===== config.mk =====
export PLATFORM = sky130hd
export DESIGN_NAME = global_shared_regs
export DESIGN_NICKNAME = d
export VERILOG_FILES = /design/src/global_shared_regs_pkg.sv /design/src/global_shared_regs.sv
export SDC_FILE = /design/constraint.sdc
export NUM_CORES = 1
export LEC_CHECK = 0
export BUFFER_PORTS_ARGS = -buffer_cell sky130_fd_sc_hd__buf_2
export CORE_UTILIZATION = 55
export CTS_BUF_LIST = sky130_fd_sc_hd__clkbuf_4 sky130_fd_sc_hd__clkbuf_8 sky130_fd_sc_hd__clkbuf_16
export DETAILED_ROUTE_END_ITERATION = 6
export HOLD_SLACK_MARGIN = 0.08
export PLACE_DENSITY_LB_ADDON = 0.15
export RECOVER_POWER = 25
export SYNTH_ARGS = -nofsm -noshare
export SYNTH_HDL_FRONTEND = slang
export SYNTH_SLANG_ARGS = --single-unit
export TNS_END_PERCENT = 20

===== constraint.sdc =====
create_clock -name ref_clk_i -period 6.3 [get_ports ref_clk_i]
set_input_delay 1.26 -clock ref_clk_i [delete_from_list [all_inputs] [get_ports ref_clk_i]]
set_output_delay 1.26 -clock ref_clk_i [all_outputs]
set_load 0.01 [all_outputs]

===== src/global_shared_regs_pkg.sv =====
/*
 * constants, field layout and reset values of the shared register group
 * that both the local processor bus and vme masters reach.
 * assumes one 250 mhz clock and requesters that hold their strobe until
 * the matching acknowledge.
 */
package global_shared_regs_pkg;
   // ---------------------------------------------------------------
   // decode
   // ---------------------------------------------------------------
   localparam logic [31:0] LB_BASE = 32'hfff40100;
   localparam int LB_SPAN_LSB = 5;
   localparam logic [5:0] AM_SHORT_USR = 6'h29;
   localparam logic [5:0] AM_SHORT_SUP = 6'h2d;
   localparam logic [3:0] BOARD_LM = 4'hf;
   // ---------------------------------------------------------------
   // register indices and fields
   // ---------------------------------------------------------------
   localparam logic [2:0] REG_ID = 3'h0;
   localparam logic [2:0] REG_LMSIG = 3'h1;
   localparam logic [2:0] REG_GP0 = 3'h2;
   localparam int NUM_GP = 6;
   localparam int LM_LSB = 12;
   localparam int SIG_LSB = 8;
   localparam int BC_RST = 7;
   localparam int BC_ISF = 6;
   localparam int BC_BF = 5;
   localparam int BC_SCON = 4;
   localparam int BC_SYSFL = 3;
   localparam logic [3:0] LM_RESET = 4'hf;
   localparam logic [3:0] SIG_RESET = 4'h0;
   localparam logic [15:0] GP_RESET = 16'h0000;
   // ---------------------------------------------------------------
   // identity (values arbitrary) and timing
   // ---------------------------------------------------------------
   localparam logic [7:0] CHIP_ID_DEF = 8'h5a;
   localparam logic [7:0] CHIP_REV_DEF = 8'h03;
   localparam int CLK_PERIOD_PS = 4000;
   localparam int LRST_TIME_NS = 1000;
   localparam int LRST_CYCLES =
      (LRST_TIME_NS * 1000 + CLK_PERIOD_PS - 1) / CLK_PERIOD_PS;
   localparam int LRST_W = 9;
   typedef enum logic [1:0] {LK_NONE, LK_LB, LK_VME} lock_t;
endpackage : global_shared_regs_pkg


===== src/global_shared_regs.sv =====
/*
 * global_shared_regs: the shared register group with location monitors,
 * remote doorbells, board control and six mailbox words.
 * assumes synchronous request strobes held until acknowledged, and a
 * local interrupter and reset tree outside that consume the outputs.
 */
`timescale 1ns/1ps
module global_shared_regs
   import global_shared_regs_pkg::*;
(
   // clock and reset
   input wire logic ref_clk_i,
   input wire logic nrst_i,
   // local processor bus
   input wire logic lb_req_i,
   input wire logic lb_we_i,
   input wire logic lb_rmw_i,
   input wire logic [31:0] lb_addr_i,
   input wire logic [1:0] lb_be_i,
   input wire logic [15:0] lb_wdata_i,
   output logic lb_ack_o,
   output logic [15:0] lb_rdata_o,
   // vme slave side
   input wire logic vme_req_i,
   input wire logic vme_we_i,
   input wire logic vme_rmw_i,
   input wire logic vme_own_i,
   input wire logic [5:0] vme_am_i,
   input wire logic [15:0] vme_addr_i,
   input wire logic [1:0] vme_be_i,
   input wire logic [15:0] vme_wdata_i,
   output logic vme_ack_o,
   output logic [15:0] vme_rdata_o,
   // selects and local interrupt clear register
   input wire logic [7:0] group_sel_i,
   input wire logic [3:0] board_sel_i,
   input wire logic [3:0] lic_clr_sig_i,
   input wire logic [1:0] lic_set_lm_i,
   // board status
   input wire logic sysfail_want_i,
   input wire logic sys_ctrl_i,
   input wire logic sysfail_line_i,
   // outputs to interrupter and board
   output logic [1:0] lm_irq_o,
   output logic [3:0] sig_irq_o,
   output logic [3:0] lm_status_o,
   output logic local_reset_o,
   output logic sysfail_inhibit_o
);
   // ---------------------------------------------------------------
   // state
   // ---------------------------------------------------------------
   typedef struct packed {
      logic [3:0] lm;
      logic [3:0] sig;
      logic isf;
      logic [LRST_W-1:0] rst_cnt;
      logic [NUM_GP-1:0][15:0] gp;
      lock_t lock;
      logic lb_seen;
      logic vme_seen;
      logic lb_ack;
      logic vme_ack;
      logic [15:0] lb_rdata;
      logic [15:0] vme_rdata;
      logic [1:0] lm_pulse;
   } state_t;

   localparam state_t STATE_RESET = '{
      lm: LM_RESET, sig: SIG_RESET, isf: 1'b0, rst_cnt: '0,
      gp: {NUM_GP{GP_RESET}}, lock: LK_NONE, lb_seen: 1'b0,
      vme_seen: 1'b0, lb_ack: 1'b0, vme_ack: 1'b0, lb_rdata: '0,
      vme_rdata: '0, lm_pulse: '0};

   state_t s_r;
   state_t s_nxt;

   // ---------------------------------------------------------------
   // decode
   // ---------------------------------------------------------------
   logic lb_hit;
   logic am_ok;
   logic vme_grp;
   logic vme_reg_hit;
   logic vme_lm_hit;
   logic [1:0] lm_idx;
   logic lrst_active;
   logic take_lb;
   logic take_vme;
   logic sel_we;
   logic sel_vme;
   logic [2:0] sel_idx;
   logic [1:0] sel_be;
   logic [15:0] sel_wd;
   logic [15:0] rd_word;
   logic [2:0] gp_idx;

   // local decoder sits on the 32-byte window at the base
   assign lb_hit = (lb_addr_i[31:LB_SPAN_LSB] ==
                    LB_BASE[31:LB_SPAN_LSB]);
   assign am_ok = (vme_am_i == AM_SHORT_USR) ||
                  (vme_am_i == AM_SHORT_SUP);
   assign vme_grp = am_ok && (vme_addr_i[15:8] == group_sel_i);
   // board value f is never a board: it carries the monitors
   assign vme_reg_hit = vme_grp && (board_sel_i != BOARD_LM) &&
                        (vme_addr_i[7:4] == board_sel_i);
   // odd low nibble 1,3,5,7 picks monitor 0..3, either direction
   assign vme_lm_hit = vme_grp && (vme_addr_i[7:4] == BOARD_LM) &&
                       vme_addr_i[0] && !vme_addr_i[3];
   assign lm_idx = vme_addr_i[2:1];
   assign lrst_active = (s_r.rst_cnt != '0);

   // local wins a tie; a held rmw lock keeps the other side out
   assign take_lb = lb_req_i && lb_hit && !s_r.lb_seen && !lrst_active &&
                    (s_r.lock != LK_VME);
   assign take_vme = vme_req_i && (vme_reg_hit || vme_lm_hit) &&
                     !s_r.vme_seen && (s_r.lock != LK_LB) &&
                     !take_lb;

   assign sel_vme = !take_lb;
   assign sel_we = take_lb ? lb_we_i : vme_we_i;
   assign sel_idx = take_lb ? lb_addr_i[4:2] : vme_addr_i[3:1];
   assign sel_be = take_lb ? lb_be_i : vme_be_i;
   assign sel_wd = take_lb ? lb_wdata_i : vme_wdata_i;
   assign gp_idx = sel_idx - REG_GP0;

   // read word before any write of the same access (rmw read half)
   always_comb begin
      case (sel_idx)
         REG_ID: rd_word = {CHIP_REV_DEF, CHIP_ID_DEF};
         REG_LMSIG: begin
            rd_word = '0;
            rd_word[LM_LSB+:4] = s_r.lm;
            rd_word[SIG_LSB+:4] = s_r.sig;
            rd_word[BC_RST] = lrst_active;
            rd_word[BC_ISF] = s_r.isf;
            rd_word[BC_BF] = sysfail_want_i;
            rd_word[BC_SCON] = sys_ctrl_i;
            rd_word[BC_SYSFL] = sysfail_line_i;
         end
         default: rd_word = s_r.gp[gp_idx];
      endcase
   end

   // ---------------------------------------------------------------
   // next state
   // ---------------------------------------------------------------
   always_comb begin
      s_nxt = s_r;
      s_nxt.lb_ack = 1'b0;
      s_nxt.vme_ack = 1'b0;
      s_nxt.lm_pulse = '0;
      if (!lb_req_i) s_nxt.lb_seen = 1'b0;
      if (!vme_req_i) s_nxt.vme_seen = 1'b0;
      if (lrst_active) s_nxt.rst_cnt = s_r.rst_cnt - 1'b1;
      // clears first so a same-cycle set below wins
      s_nxt.sig = s_nxt.sig & ~lic_clr_sig_i;
      s_nxt.lm[1:0] = s_nxt.lm[1:0] | lic_set_lm_i;
      // release lock when its owner drops the rmw marker
      if ((s_r.lock == LK_LB) && (!lb_rmw_i || lrst_active))
         s_nxt.lock = LK_NONE;
      if ((s_r.lock == LK_VME) && !vme_rmw_i)
         s_nxt.lock = LK_NONE;
      if (take_lb) begin
         s_nxt.lb_seen = 1'b1;
         s_nxt.lb_ack = 1'b1;
         s_nxt.lb_rdata = rd_word;
         if (lb_rmw_i) s_nxt.lock = LK_LB;
      end
      if (take_vme) begin
         s_nxt.vme_seen = 1'b1;
         if (vme_rmw_i) s_nxt.lock = LK_VME;
      end
      if (take_vme && vme_lm_hit) begin
         // the whole group sees this cycle; ours clears too
         s_nxt.lm[lm_idx] = 1'b0;
         if (!lm_idx[1]) s_nxt.lm_pulse[lm_idx[0]] = 1'b1;
         s_nxt.vme_ack = vme_own_i;
         s_nxt.vme_rdata = '0;
      end
      if (take_vme && !vme_lm_hit) begin
         s_nxt.vme_ack = 1'b1;
         s_nxt.vme_rdata = rd_word;
      end
      if ((take_lb || (take_vme && !vme_lm_hit)) && sel_we) begin
         case (sel_idx)
            REG_ID: s_nxt.lock = s_nxt.lock; // read only
            REG_LMSIG: begin
               if (sel_be[1]) begin
                  s_nxt.lm = s_nxt.lm | sel_wd[LM_LSB+:4];
                  if (sel_vme)
                     s_nxt.sig = s_nxt.sig |
                                 sel_wd[SIG_LSB+:4];
                  else
                     s_nxt.sig = s_nxt.sig &
                                 ~sel_wd[SIG_LSB+:4];
               end
               if (sel_be[0]) begin
                  s_nxt.isf = sel_wd[BC_ISF];
                  if (sel_wd[BC_RST] && sel_vme)
                     s_nxt.rst_cnt = LRST_W'(LRST_CYCLES);
               end
            end
            default: begin
               // byte lanes merge independently
               if (sel_be[1])
                  s_nxt.gp[gp_idx][15:8] = sel_wd[15:8];
               if (sel_be[0])
                  s_nxt.gp[gp_idx][7:0] = sel_wd[7:0];
            end
         endcase
      end
   end

   always_ff @(posedge ref_clk_i) begin
      if (!nrst_i) begin
         s_r <= STATE_RESET;
      end else begin
         s_r <= s_nxt;
      end
   end

   // ---------------------------------------------------------------
   // outputs
   // ---------------------------------------------------------------
   assign lb_ack_o = s_r.lb_ack;
   assign lb_rdata_o = s_r.lb_rdata;
   assign vme_ack_o = s_r.vme_ack;
   assign vme_rdata_o = s_r.vme_rdata;
   assign lm_irq_o = s_r.lm_pulse;
   assign sig_irq_o = s_r.sig;
   assign lm_status_o = s_r.lm;
   assign local_reset_o = lrst_active;
   assign sysfail_inhibit_o = s_r.isf;
endmodule : global_shared_regs


Word-level counts from Yosys, hierarchy flattened

Index checks and enable logic that the tools add are counted.

Register bits after elaboration: 154
Memories kept: 0
ROM bits: 0
Input bits: 120
Bits in writable memories: 0
Logic and storage cells: 139
Latch bits: 0
Output and inout bits: 46

Muxes and demuxes: 45
Magnitude comparators: 6
Shift operators: 0
Equal/unequal tests: 14
Multipliers: 0
$add $sub $neg: 2
Div/mod/pow operators: 0
Reduce and logical (&&, ||, !) cells: 42
Bitwise logic cells: 12

Operators with widths:

| kind                   | number |
|---|---|
| $mux W96               | 5 |
| $bwmux W96             | 2 |
| $mux W116              | 1 |
| $demux W16 S3          | 2 |
| $mux W16               | 4 |
| $bmux W16 S3           | 1 |
| $mux W18               | 2 |
| $pmux W16 S2           | 1 |
| $eq A27 B27 Y1 const B | 1 |
| $logic_and A1 B1 Y1    | 23 |
| $mux W9                | 2 |
| $mux W8                | 2 |
| $mux W2                | 7 |
| $and A4 B4 Y4          | 3 |
| $eq A6 B6 Y1 const B   | 2 |
| $not A4 Y4             | 3 |
| $mux W10               | 1 |
| $mux W1                | 9 |
| $reduce_bool A9 Y1     | 1 |
| $sub A9 B1 Y9 const B  | 1 |
| $eq A8 B8 Y1           | 1 |
| $logic_not A1 Y1       | 8 |
| $mux W4                | 2 |
| $or A4 B4 Y4           | 2 |
| 27 further kinds       | 35 |

Depth between registers and ports, before layout

Gate-level depths: netlist of run 1.

Depth in word-level cells: 19
Mapped depth: 16
Gate-level depth less buffers: 13

Worst setup path before layout of run 1

OpenSTA, ideal clock, no wires.

Path kind: in2reg
Start: input port lb_addr_i[10]
End: register s_r, in the netlist lb_rdata_o[5]
Data arrival time: 4.608 ns
Path slack: 1.605 ns
Required time: 6.213 ns
Stages: 13
Path buffers: 2
Setup time: 0.087 ns
Cells stage by stage: or4b_1 -> nor4_4 -> and4_1 -> buf_6 -> mux2i_1 -> inv_1 -> ha_1 -> inv_1 -> clkbuf_1 -> o21ai_0 -> a21oi_1 -> a221oi_1 -> o31ai_1

Cells in the longest elaborated chain, start to end: 10
Elaborated cells between the ends (all ways): 12
Those cells by class: add/sub (1); eq/ne (2); mux (4); reduce/logical (5)

Ends and longest elaborated chain:

| what                                | line                      | RTL |
|---|---|---|
| start: declaration                  | global_shared_regs.sv:18  | `input wire logic [31:0] lb_addr_i,` |
| $eq A27 B27 Y1 *                    | global_shared_regs.sv:99  | `assign lb_hit = (lb_addr_i[31:LB_SPAN_LSB] ==` |
| $logic_and A1 B1 Y1 * (4 in series) | global_shared_regs.sv:114 | `assign take_lb = lb_req_i && lb_hit && !s_r.lb_seen && !lrst_active &&` |
| $mux W3                             | global_shared_regs.sv:122 | `assign sel_idx = take_lb ? lb_addr_i[4:2] : vme_addr_i[3:1];` |
| $sub A3 B2 Y3                       | global_shared_regs.sv:125 | `assign gp_idx = sel_idx - REG_GP0;` |
| $bmux W16 S3                        | global_shared_regs.sv:141 | `default: rd_word = s_r.gp[gp_idx];` |
| $mux W16 (implied by the code)      | global_shared_regs.sv:141 |  |
| $pmux W16 S2                        | global_shared_regs.sv:129 | `case (sel_idx)` |
| end signal: assignment              | global_shared_regs.sv:219 | `s_r <= s_nxt;` |
| end: declaration                    | global_shared_regs.sv:75  | `state_t s_r;` |

Every way passes the cells marked *; elsewhere a longest branch is shown, timed or not. The select of a mux whose other input is x is not followed.
A chain may end at the register's enable or synchronous reset.

Worst setup path in the final report of run 1

Start: input port lb_addr_i[10]
End: register s_r[136] in the netlist's numbering

Cells in the longest elaborated chain, start to end: 11
Elaborated cells between the ends (all ways): 20
Those cells by class: eq/ne (2); mux (8); reduce/logical (10)

Ends and longest elaborated chain:

| what                                            | line                                                                            | RTL |
|---|---|---|
| $eq A27 B27 Y1 *                                | global_shared_regs.sv:99                                                        |  |
| $logic_and A1 B1 Y1 * (4 in series)             | global_shared_regs.sv:114                                                       |  |
| $mux W16 or $logic_not A1 Y1 (tied branches)    | global_shared_regs.sv:124, global_shared_regs.sv:118, global_shared_regs.sv:120 |  |
| $logic_and A1 B1 Y1 (on tied branches)          | global_shared_regs.sv:200, global_shared_regs.sv:117                            |  |
| $mux W9 or $logic_and A1 B1 Y1 (tied branches)  | global_shared_regs.sv:200, global_shared_regs.sv:185                            |  |
| $mux W10 or $logic_or A1 B1 Y1 (tied branches)  | global_shared_regs.sv:198, global_shared_regs.sv:185                            |  |
| $mux W18 or $logic_and A1 B1 Y1 (tied branches) | global_shared_regs.sv:186, global_shared_regs.sv:185                            |  |
| $mux W116 *                                     | global_shared_regs.sv:185                                                       | `if ((take_lb \|\| (take_vme && !vme_lm_hit)) && sel_we) begin` |

Every way passes the cells marked *; elsewhere a longest branch is shown, timed or not.

==> qor.csv, run 1 <==
stage,metric,value,unit
logic_synthesis,synth_ff_type,dfxtp_1,
pwr,ir_worst_vdd,0.000215,V
clocking,cts_buffer_depth,2,
timing,hold_slack,0.452,ns
route,dr_total_vias,7092,
clocking,cts_tree,built,
route,avgRoutedWirePerCell,18.3,µm
worst_hold_path,min_path_type,register to register,
timing,post-route-min-period,5.40,ns
clocking,htreeDepth,4,
setup_path,crit_required,6.62,ns
route,top_layer,met4,
pwr,p_comb_share,13.2,%
setup_path,critPathKind,primary input to register,
route,drtAntennaViolNets,0,
setup_path,max_stage_delay,1.21,ns
timing,tightest_slew,1.66,ns
placement,pre_cts_slack,0.973,ns
timing,maxSlewViolCount,61,
grt,grt_antenna_before_repair,1,
grt,overflow,0,
die,fp.dieW,123,µm
pwr,p_sw_share,26.4,%
pwr,p_int,1.71,mW
layout,areaGrowthSynthToFinish,14.1,%
die,rows,43,
setup_path,worstPathArrival,5.72,ns
logic_synthesis,synth_warnings,0,
pwr,leakage,4.26,nW
clocking,cts.clk_slew.worst_paths,0.06,ns
clocking,cts_resized,0,
setup_path,endpoint_kind,register,
pwr,switchingPower,0.616,mW
timing,setup_viol,0,
logic_synthesis,synth_fp_nets,1037,
route,drc,0,
setup_path,crit_chain,buf_2 > or4b_1 > nor4_4 > and4_1 > clkbuf_1 > nand2_2 > a21oi_2 > nand4_1 > and3_1,
route,routed_via_density,5.85,
logic_synthesis,synth_edf_count,0,
run_status,failed_checks,"capacitance limit, slew limit",
logic_synthesis,yosysTopAreaCell,dfxtp_1,
clocking,cts_buffers,17,
timing,fmax,185,MHz
layout,final_nets,1142,
grt,grt_pass1_wl,34.3,mm
timing,finalCritPeriodShare,85.7,%
die,die-area,15200,µm²
route,met1Wirelength,9.71,mm
pwr,p_per_area,253,nW/µm²
layout,layout-drive-gt1-share,21.0,%
timing,clock_skew,0.00838,ns
placement,gp_congestion,0.839,
logic_synthesis,syn_inst,913,
timing,final_hold_viol_count,0,
logic_synthesis,synth_seq_area_share,38.2,%
die,core-area,14100,µm²
pwr,seq_power_share,43.1,%
route,met2_length,10.2,mm
clocking,cts_sinks,154,
logic_synthesis,yosys-top-cells-area,"dfxtp_1 (38%), mux2i_1 (13%), nand2_1 (8.5%)",
setup_path,crit_fanout,28,
clocking,cts_hold_buffers,0,
route,drt-total-wl,22.2,mm
setup_path,crit_slowest_cell,clkbuf_1,
logic_synthesis,synth_top_cell_area_share,38.2,%
timing,worst_slack,0.904,ns
logic_synthesis,postSynthAreaPerCell,8.85,µm²
logic_synthesis,yosysMostFrequentCell,nand2_1,
clocking,cts_setup_buffers,0,
placement,hpwlAfterDp,15.7,mm
die,start_util,57.3,%
timing,slew_headroom,-10.7,%
timing,setup_tns,0,ns
route,first_pass_iters,5,
grt,grt_pass1_vias,6536,
route,met3_length,1.98,mm
clocking,clk_latency,0.43,ns
logic_synthesis,yosys.cell_types.count,71,
route,drt_iter0_markers,638,
pwr,pwr-share-clk,43.7,%
die,die_h,123,µm
logic_synthesis,syn_area,8080,µm²
die,ioPinCount,166,
grt,grt_usage,30.0,%
job,cap_viol_max_count,2,
logic_synthesis,synth-async-reset-ratio,0,%
run_status,status,finished with violations,
logic_synthesis,synth_common_cells,"nand2_1 (182), dfxtp_1 (154), mux2i_1 (104)",
logic_synthesis,synth-seq-cells,154,
timing,rsz0062_at_grt,false,
clocking,cts-root-buf,clkbuf_16,
grt,grt_max_degree,67,
placement,port_buffers,162,
setup_path,start_kind,primary input,
==> layout by cell type, fill, tap and decap left out, drive strengths merged, types with 6 or more instances in the layout <==
cell and n:
buf 132, dfxtp 154, a21boi 19, a21oi 29, a211oi 11, clkinv 6
a221oi 9, nand4 14, or3 10, and3 7, clkbuf 66, nor2 15
nor4 7, nand2 195, xnor2 14, o31ai 10, inv 21, o21ai 54
mux2 10, a211o 12, nand2b 7, nand3 42, mux2i 104
==> final cells by class <==
cell class / count / area (µm²)
Fill cell: 1292 / 4880
Multi-Input combinational cell: 647 / 4370
Sequential cell: 154 / 3080
Timing Repair Buffer: 179 / 877
Clock buffer: 19 / 447
Tap cell: 180 / 225
Clock inverter: 13 / 141
Inverter: 19 / 71.3
Antenna cell: 1 / 2.50
==> path summary, 6_finish.rpt <==
| kind | end | startpoint | cells after the start | slack [ns] |
|---|---|---|---|---|
| worst max register to register | s_r[136] | s_r[139] | 8 | 1.47 |
| worst min-delay path | vme_rdata_o[9] | vme_rdata_o[9] | 2 | 0.45 |
| worst max-delay path | s_r[136] | lb_addr_i[10] | 9 | 0.90 |
| worst min register to register | vme_rdata_o[9] | vme_rdata_o[9] | 2 | 0.45 |
==> cell families (layout without fill, tap and decap cells) <==
kind of cell,after synthesis,count (layout),synth area share (%)
AO/OA/AOI/OAI,180,180,16.2
adder cells (fa/ha/maj),4,4,0.620
flip-flops,154,154,38.2
other,0,1,0
multiplexers,115,115,14.6
AND/OR/NAND/NOR,331,331,20.9
XOR/XNOR,17,17,1.84
buffers and inverters,112,230,7.73
==> per-layer routing <==
metal  track usage (%)  vias to the layer above
li1                  -                     3421
met5                 0                        -
met2              48.6                      290
met1              39.6                     3350
met4              9.19                        0
met3              7.01                       31
==> power groups by stage <==
stage	Sequential, mW	Combinational (mW)	Clock (mW)
final	1.01	0.307	1.02
after global routing	1.01	0.338	1.08
after CTS	1.01	0.307	1.03
after detailed placement	1.03	0.305	0
after global placement	1.03	0.302	0
after floorplan	1.02	0.214	0
==> per-stage QoR <==
step	total power, mW	std cells	area, µm²	util, %
after floorplan	1.24	913	8080	-
after global placement	1.33	1179	8690	61.6
after detailed placement	1.33	1179	8690	61.6
after CTS	2.34	1211	9280	65.8
after global routing	2.42	1212	9220	65.4
final	2.33	1212	9220	65.4
==> worst max-delay path, delay by kind of cell <==
family | cells | cell delay (ns)
buf+inv | 2 | 1.31
compound gates | 1 | 0.43
simple gates | 6 | 2.70
Note: power is estimated with default switching activity, not from simulation.
==> inputs of run 2 (changes only) <==
--- a/config.mk
+++ b/config.mk
@@ -13,3 +13,2 @@
 export PLACE_DENSITY_LB_ADDON = 0.15
-export RECOVER_POWER = 25
 export SYNTH_ARGS = -nofsm -noshare
--- a/constraint.sdc
+++ b/constraint.sdc
@@ -3,2 +3,2 @@
 set_output_delay 1.26 -clock ref_clk_i [all_outputs]
-set_load 0.01 [all_outputs]
+set_load 0.02 [all_outputs]
==> qor.csv, run 2 (synthesis results as in run 1) <==
stage,metric,value,unit,change
run_status,status,completed,,
setup_path,critPathKind,primary input to register,,
placement,hpwlAfterDp,15.7,mm,unchanged
setup_path,crit_end,lb_rdata_o[5],,
placement,pre_cts_slack,0.973,ns,unchanged
grt,grt_pass1_wl,34.3,mm,unchanged
timing,worst_slack,1.34,ns,+0.440 ns
die,die_h,123,µm,unchanged
pwr,ir_worst_vdd,0.000214,V,-0.40%
clocking,cts_buffers,17,,unchanged
placement,port_buffers,162,,unchanged
die,rows,43,,unchanged
route,drc,0,,unchanged
layout,fillCellCount,1252,,-3.1%
clocking,cts_resized,0,,unchanged
die,ioPinCount,166,,unchanged
route,drtAntennaViolNets,0,,unchanged
timing,slew_headroom,33.6,%,+44 points
layout,layout-drive-gt1-share,25.6,%,+4.6 points
clocking,cts_hold_buffers,0,,unchanged
layout,final_nets,1142,,unchanged
route,avgRoutedWirePerCell,18.4,µm,+0.54%
layout,areaGrowthSynthToFinish,14.9,%,
clocking,cts_sinks,154,,unchanged
setup_path,crit_required,6.58,ns,-0.04 ns
pwr,p_per_area,252,nW/µm²,-0.54%
grt,grt_antenna_before_repair,1,,unchanged
pwr,leakage,4.45,nW,+4.5%
clocking,cts_tree,built,,
timing,clock_skew,0.00793,ns,-0.000448 ns
layout,final_cell_mix,"nand2_1 (182), buf_2 (161), dfxtp_1 (154)",,
job,cap_viol_max_count,0,,-2
clocking,cts_setup_buffers,0,,unchanged
timing,tightest_slew,0.996,ns,-0.665 ns
die,core-area,14100,µm²,unchanged
clocking,htreeDepth,4,,unchanged
grt,grt_usage,30.0,%,unchanged
setup_path,r2r-end,lb_rdata_o[5],,
setup_path,crit_path_start,lb_addr_i[10],,
worst_hold_path,min_path_type,register to register,,
route,drt_iter0_markers,578,,-9.4%
route,first_pass_iters,5,,unchanged
setup_path,rrSetupSlack,1.93,ns,+0.46 ns
timing,maxSlewViolCount,0,,-100%
grt,grt_max_degree,67,,unchanged
clocking,clk_latency,0.43,ns,about the same
setup_path,worstPathArrival,5.23,ns,-0.49 ns
timing,rsz0062_at_grt,false,,
route,routed_via_density,5.87,,+0.38%
timing,post-route-min-period,4.96,ns,-0.440 ns
timing,setup_viol,0,,unchanged
die,fp.dieW,123,µm,unchanged
timing,fmax,202,MHz,+8.9%
route,dr_total_vias,7119,,+0.38%
die,die-area,15200,µm²,unchanged
setup_path,endpoint_kind,register,,
setup_path,start_kind,primary input,,
layout,final_common_cell,nand2_1,,
clocking,cts.clk_slew.worst_paths,0.06,ns,about the same
timing,final_hold_viol_count,0,,unchanged
clocking,cts_buffer_depth,2,,unchanged
timing,setup_tns,0,ns,unchanged
grt,grt_pass1_vias,6536,,unchanged
clocking,cts-root-buf,clkbuf_16,,
grt,overflow,0,,unchanged
setup_path,r2r_cells,10,,+2
die,start_util,57.3,%,unchanged
route,drt-total-wl,22.4,mm,+0.54%
setup_path,crit_fanout,11,,-61%
placement,gp_congestion,0.839,,unchanged
timing,finalCritPeriodShare,78.7,%,-7.0 points
setup_path,rr_startpoint,s_r[139],,
## run 2: cell count changes in the layout (fill, tap and decap cells not counted)
cell,previous run,this run
clkbuf_1,47,0
buf_2,116,161
buf_4,16,18
## run 2: power breakdown
part           internal [mW]  switching, mW
combinational          0.123          0.188
clock                  0.600          0.418
sequential             0.992         0.0132
## run 2: how the worst min path moves through the flow
stage | from | end | cells after the start
floorplan | vme_rdata_o[0] | vme_rdata_o[0] | 2
global placement | vme_rdata_o[10] | vme_rdata_o[10] | 2
detailed placement | vme_rdata_o[9] | vme_rdata_o[9] | 2
CTS | vme_rdata_o[9] | vme_rdata_o[9] | 2
global route | vme_rdata_o[9] | vme_rdata_o[9] | 2
finish | vme_rdata_o[9] | vme_rdata_o[9] | 2
## run 2: critical path: stages
cell and delay [ns]:
buf_2 0.10, or4b_1 0.56, nor4_4 0.62, and4_1 0.32, mux2i_1 0.37, inv_1 0.12
ha_1 0.32, inv_1 0.29, o21ai_2 0.28, a221oi_1 0.83, o31ai_1 0.17
## run 2: final cells by class
type / instances / area, µm² / area share [%]
inverter: 19 / 71.3 / 0.769
antenna: 1 / 2.50 / 0.0270
clock buffer: 19 / 447 / 4.81
clock inverter: 13 / 141 / 1.52
multi-input combinational: 647 / 4370 / 47.1
sequential: 154 / 3080 / 33.2
tap: 180 / 225 / 2.43
timing repair buffer: 179 / 941 / 10.1
## run 2: routing by layer
layer / global-route usage [%] / vias to the layer above / part of all wire (%)
met3: 7.01 / 28 / 7.5
met1: 39.6 / 3404 / 45
met4: 9.19 / 0 / 1.4
li1: - / 3414 / -
met5: 0 / - / 0
met2: 48.6 / 273 / 46
## run 2: metrics by stage
stage	total power, mW	util, %	instance area [µm²]	hold slack (ns)	std cells
2_1_floorplan	1.24	-	8080	0.426	913
3_3_place_gp	1.33	61.6	8690	0.437	1179
3_5_place_dp	1.33	61.6	8690	0.441	1179
4_1_cts	2.34	65.8	9280	0.450	1211
5_1_grt	2.42	65.8	9280	0.457	1212
6_report	2.33	65.8	9280	0.449	1212
==> inputs of run 3 (changes only) <==
Settings changed: CORE_UTILIZATION 55 to 50.
Clock period 6.3 ns to 4.1 ns, I/O delays scaled along.
==> qor.csv, run 3 (synthesis results as in run 1) <==
stage,metric,value,unit,change
run_status,status,completed,,
clocking,cts_setup_buffers,0,,unchanged
placement,gp_congestion,0.852,,+1.5%
clocking,clk_latency,0.43,ns,about the same
timing,final_hold_viol_count,0,,unchanged
layout,fin_area,9580,µm²,+3.2%
route,first_pass_iters,4,,-1
grt,overflow,0,,unchanged
pwr,switchingPower,0.958,mW,+55%
pwr,seq_power_share,41.7,%,-1.4 points
grt,grt_usage,28.1,%,-2.0 points
placement,hpwlAfterDp,16.1,mm,+2.8%
timing,post-route-min-period,3.58,ns,
worst_hold_path,min_path_type,register to register,,
timing,fmax,279,MHz,
clocking,htreeDepth,4,,unchanged
placement,place_inst,1240,,+5.2%
route,drtAntennaViolNets,0,,unchanged
clocking,cts_buffer_depth,2,,unchanged
pwr,pwr-share-clk,44.3,%,+0.7 points
layout,fin_cells,1272,,+5.0%
setup_path,r2r_cells,11,,+1
worst_hold_path,holdCritStartpoint,vme_rdata_o[8],,
die,start_util,51.0,%,-6.3 points
route,avgRoutedWirePerCell,18.0,µm,-2.2%
setup_path,critPathKind,primary input to register,,
route,dr_total_vias,7103,,-0.22%
clocking,cts.clk_slew.worst_paths,0.06,ns,about the same
worst_hold_path,hold_depth,2,,unchanged
placement,port_buffers,162,,unchanged
die,die_h,129,µm,+4.8%
setup_path,max_stage_delay,0.58,ns,-0.25 ns
route,routed_via_density,5.58,,-4.9%
setup_path,crit_top_cell,buf_4,,
clocking,cts_resized,0,,unchanged
pwr,p_sw_share,25.8,%,-0.67 points
timing,clock_skew,0.00966,ns,+0.00173 ns
layout,final_nets,1167,,+2.2%
layout,final_cell_mix,"nand2_1 (182), buf_2 (161), dfxtp_1 (154)",,
setup_path,endpoint_kind,register,,
job,cap_viol_max_count,0,,unchanged
grt,grt_pass1_vias,6699,,+2.5%
pwr,p_per_area,387,nW/µm²,+54%
clocking,cts_tree,built,,
pwr,power,3.71,mW,+59%
clocking,cts_buffers,17,,unchanged
setup_path,rr_startpoint,s_r[136],,
timing,setup_viol,0,,unchanged
die,rows,46,,+7.0%
timing,maxSlewViolCount,0,,unchanged
worst_hold_path,min_to,vme_rdata_o[8],,
placement,dpl_cell_area,8960,µm²,+3.1%
setup_path,crit_family,simple AND/OR/NAND/NOR gates,,
layout,areaGrowthSynthToFinish,18.6,%,
pwr,ir_worst_vdd,0.000296,V,+38%
clocking,cts_hold_buffers,0,,unchanged
pwr,leakage,4.61,nW,+3.5%
timing,tightest_slew,0.700,ns,-0.295 ns
layout,final_common_cell,nand2_1,,
setup_path,start_kind,primary input,,
layout,diodes,0,,-1
timing,slew_headroom,53.3,%,+20 points
setup_path,crit_fanout,15,,+4
setup_path,crit_required,4.40,ns,-2.18 ns
grt,grt_pass1_wl,35.6,mm,+3.8%
timing,finalCritPeriodShare,87.4,%,
pwr,p_int,2.75,mW,+60%
route,drt_iter0_markers,538,,-6.9%
die,ioPinCount,166,,unchanged
setup_path,worstPathArrival,3.89,ns,-1.34 ns
setup_path,critPathBufInv,3,,unchanged
route,drt-total-wl,23.0,mm,+2.7%
die,die-area,16700,µm²,+9.8%
setup_path,crit_chain,buf_2 > or4b_1 > nor4_4 > buf_4 > a41oi_2 > or2_1 > buf_4 > a211oi_4 > nand2_4 > mux2i_1,,
setup_path,crit_slowest_cell,or4b_1,,
die,fp.dieW,129,µm,+4.8%
timing,rsz0062_at_grt,false,,
die,core-area,15800,µm²,+12%
pwr,p_comb_share,14.0,%,+0.7 points
layout,layout-drive-gt1-share,27.4,%,+1.8 points
setup_path,rrSetupSlack,0.70,ns,-1.23 ns
clocking,cts_sinks,154,,unchanged
route,drc,0,,unchanged
grt,grt_max_degree,82,,+22%
clocking,cts-root-buf,clkbuf_16,,
grt,grt_antenna_before_repair,0,,-1
run 3: cell types whose count changed in the layout (fill, tap and decap cells not counted), sizes merged:
| cell | delta |
|---|---|
| bufinv | +1 |
| diode | -1 |
| clkinvlp | -3 |
| buf | +25 |
| clkbuf | +3 |
| clkinv | +1 |
| inv | -2 |
run 3: layout make-up:
type | count | area (µm²)
sequential | 154 | 3080
tap | 216 | 270
fill | 1412 | 6250
multi-input combinational | 647 | 4370
clock inverter | 10 | 140
clock buffer | 22 | 475
inverter | 19 | 71.3
timing repair buffer | 204 | 1170
run 3: power groups by stage:
stage / sequential [mW] / combinational (mW) / clock [mW]
2_1_floorplan: 1.57 / 0.333 / 0
3_3_place_gp: 1.58 / 0.502 / 0
3_5_place_dp: 1.58 / 0.510 / 0
4_1_cts: 1.55 / 0.516 / 1.66
5_1_grt: 1.55 / 0.569 / 1.72
6_report: 1.55 / 0.520 / 1.64
run 3: worst max-delay path by stage:
stage,from,to,slack [ns],cells past startpoint
after detailed placement,lb_addr_i[10],register,0.09,10
after floorplan,lb_addr_i[10],lb_rdata_o[5],-0.01,12
after global routing,lb_addr_i[10],lb_rdata_o[15],0.31,14
final,lb_addr_i[10],register,0.52,10
after CTS,lb_addr_i[10],register,0.51,10
after global placement,lb_addr_i[10],register,0.10,10
run 3: stage by stage:
| step | util [%] | hold slack [ns] | worst slack (ns) | TNS [ns] |
|---|---|---|---|---|
| after floorplan | - | 0.426 | -0.0107 | -0.0265 |
| after global routing | 60.5 | 0.467 | 0.307 | 0 |
| final | 60.5 | 0.445 | 0.516 | 0 |
| after CTS | 60.5 | 0.448 | 0.515 | 0 |
| after global placement | 56.6 | 0.435 | 0.101 | 0 |
| after detailed placement | 56.6 | 0.440 | 0.0866 | 0 |
run 3: worst register-to-register path: cells and delay by family, from the launching register on:
kind	cells	cell delay (ns)
mux	1	0.18
fa+ha+maj	1	0.17
flops	1	0.34
compound gates	2	0.61
simple gates	4	1.42
buf+inv	3	0.57
run 3: per-layer routing:
metal | vias to the layer above | global-route usage, % | share of wire [%] | wire, µm
li1 | 3466 | - | - | -
met1 | 3390 | 37.6 | 46 | 10700
met2 | 216 | 46.4 | 46 | 10700
met3 | 31 | 4.46 | 5.3 | 1220
met4 | 0 | 8.79 | 1.7 | 400
met5 | - | 0 | 0 | 0
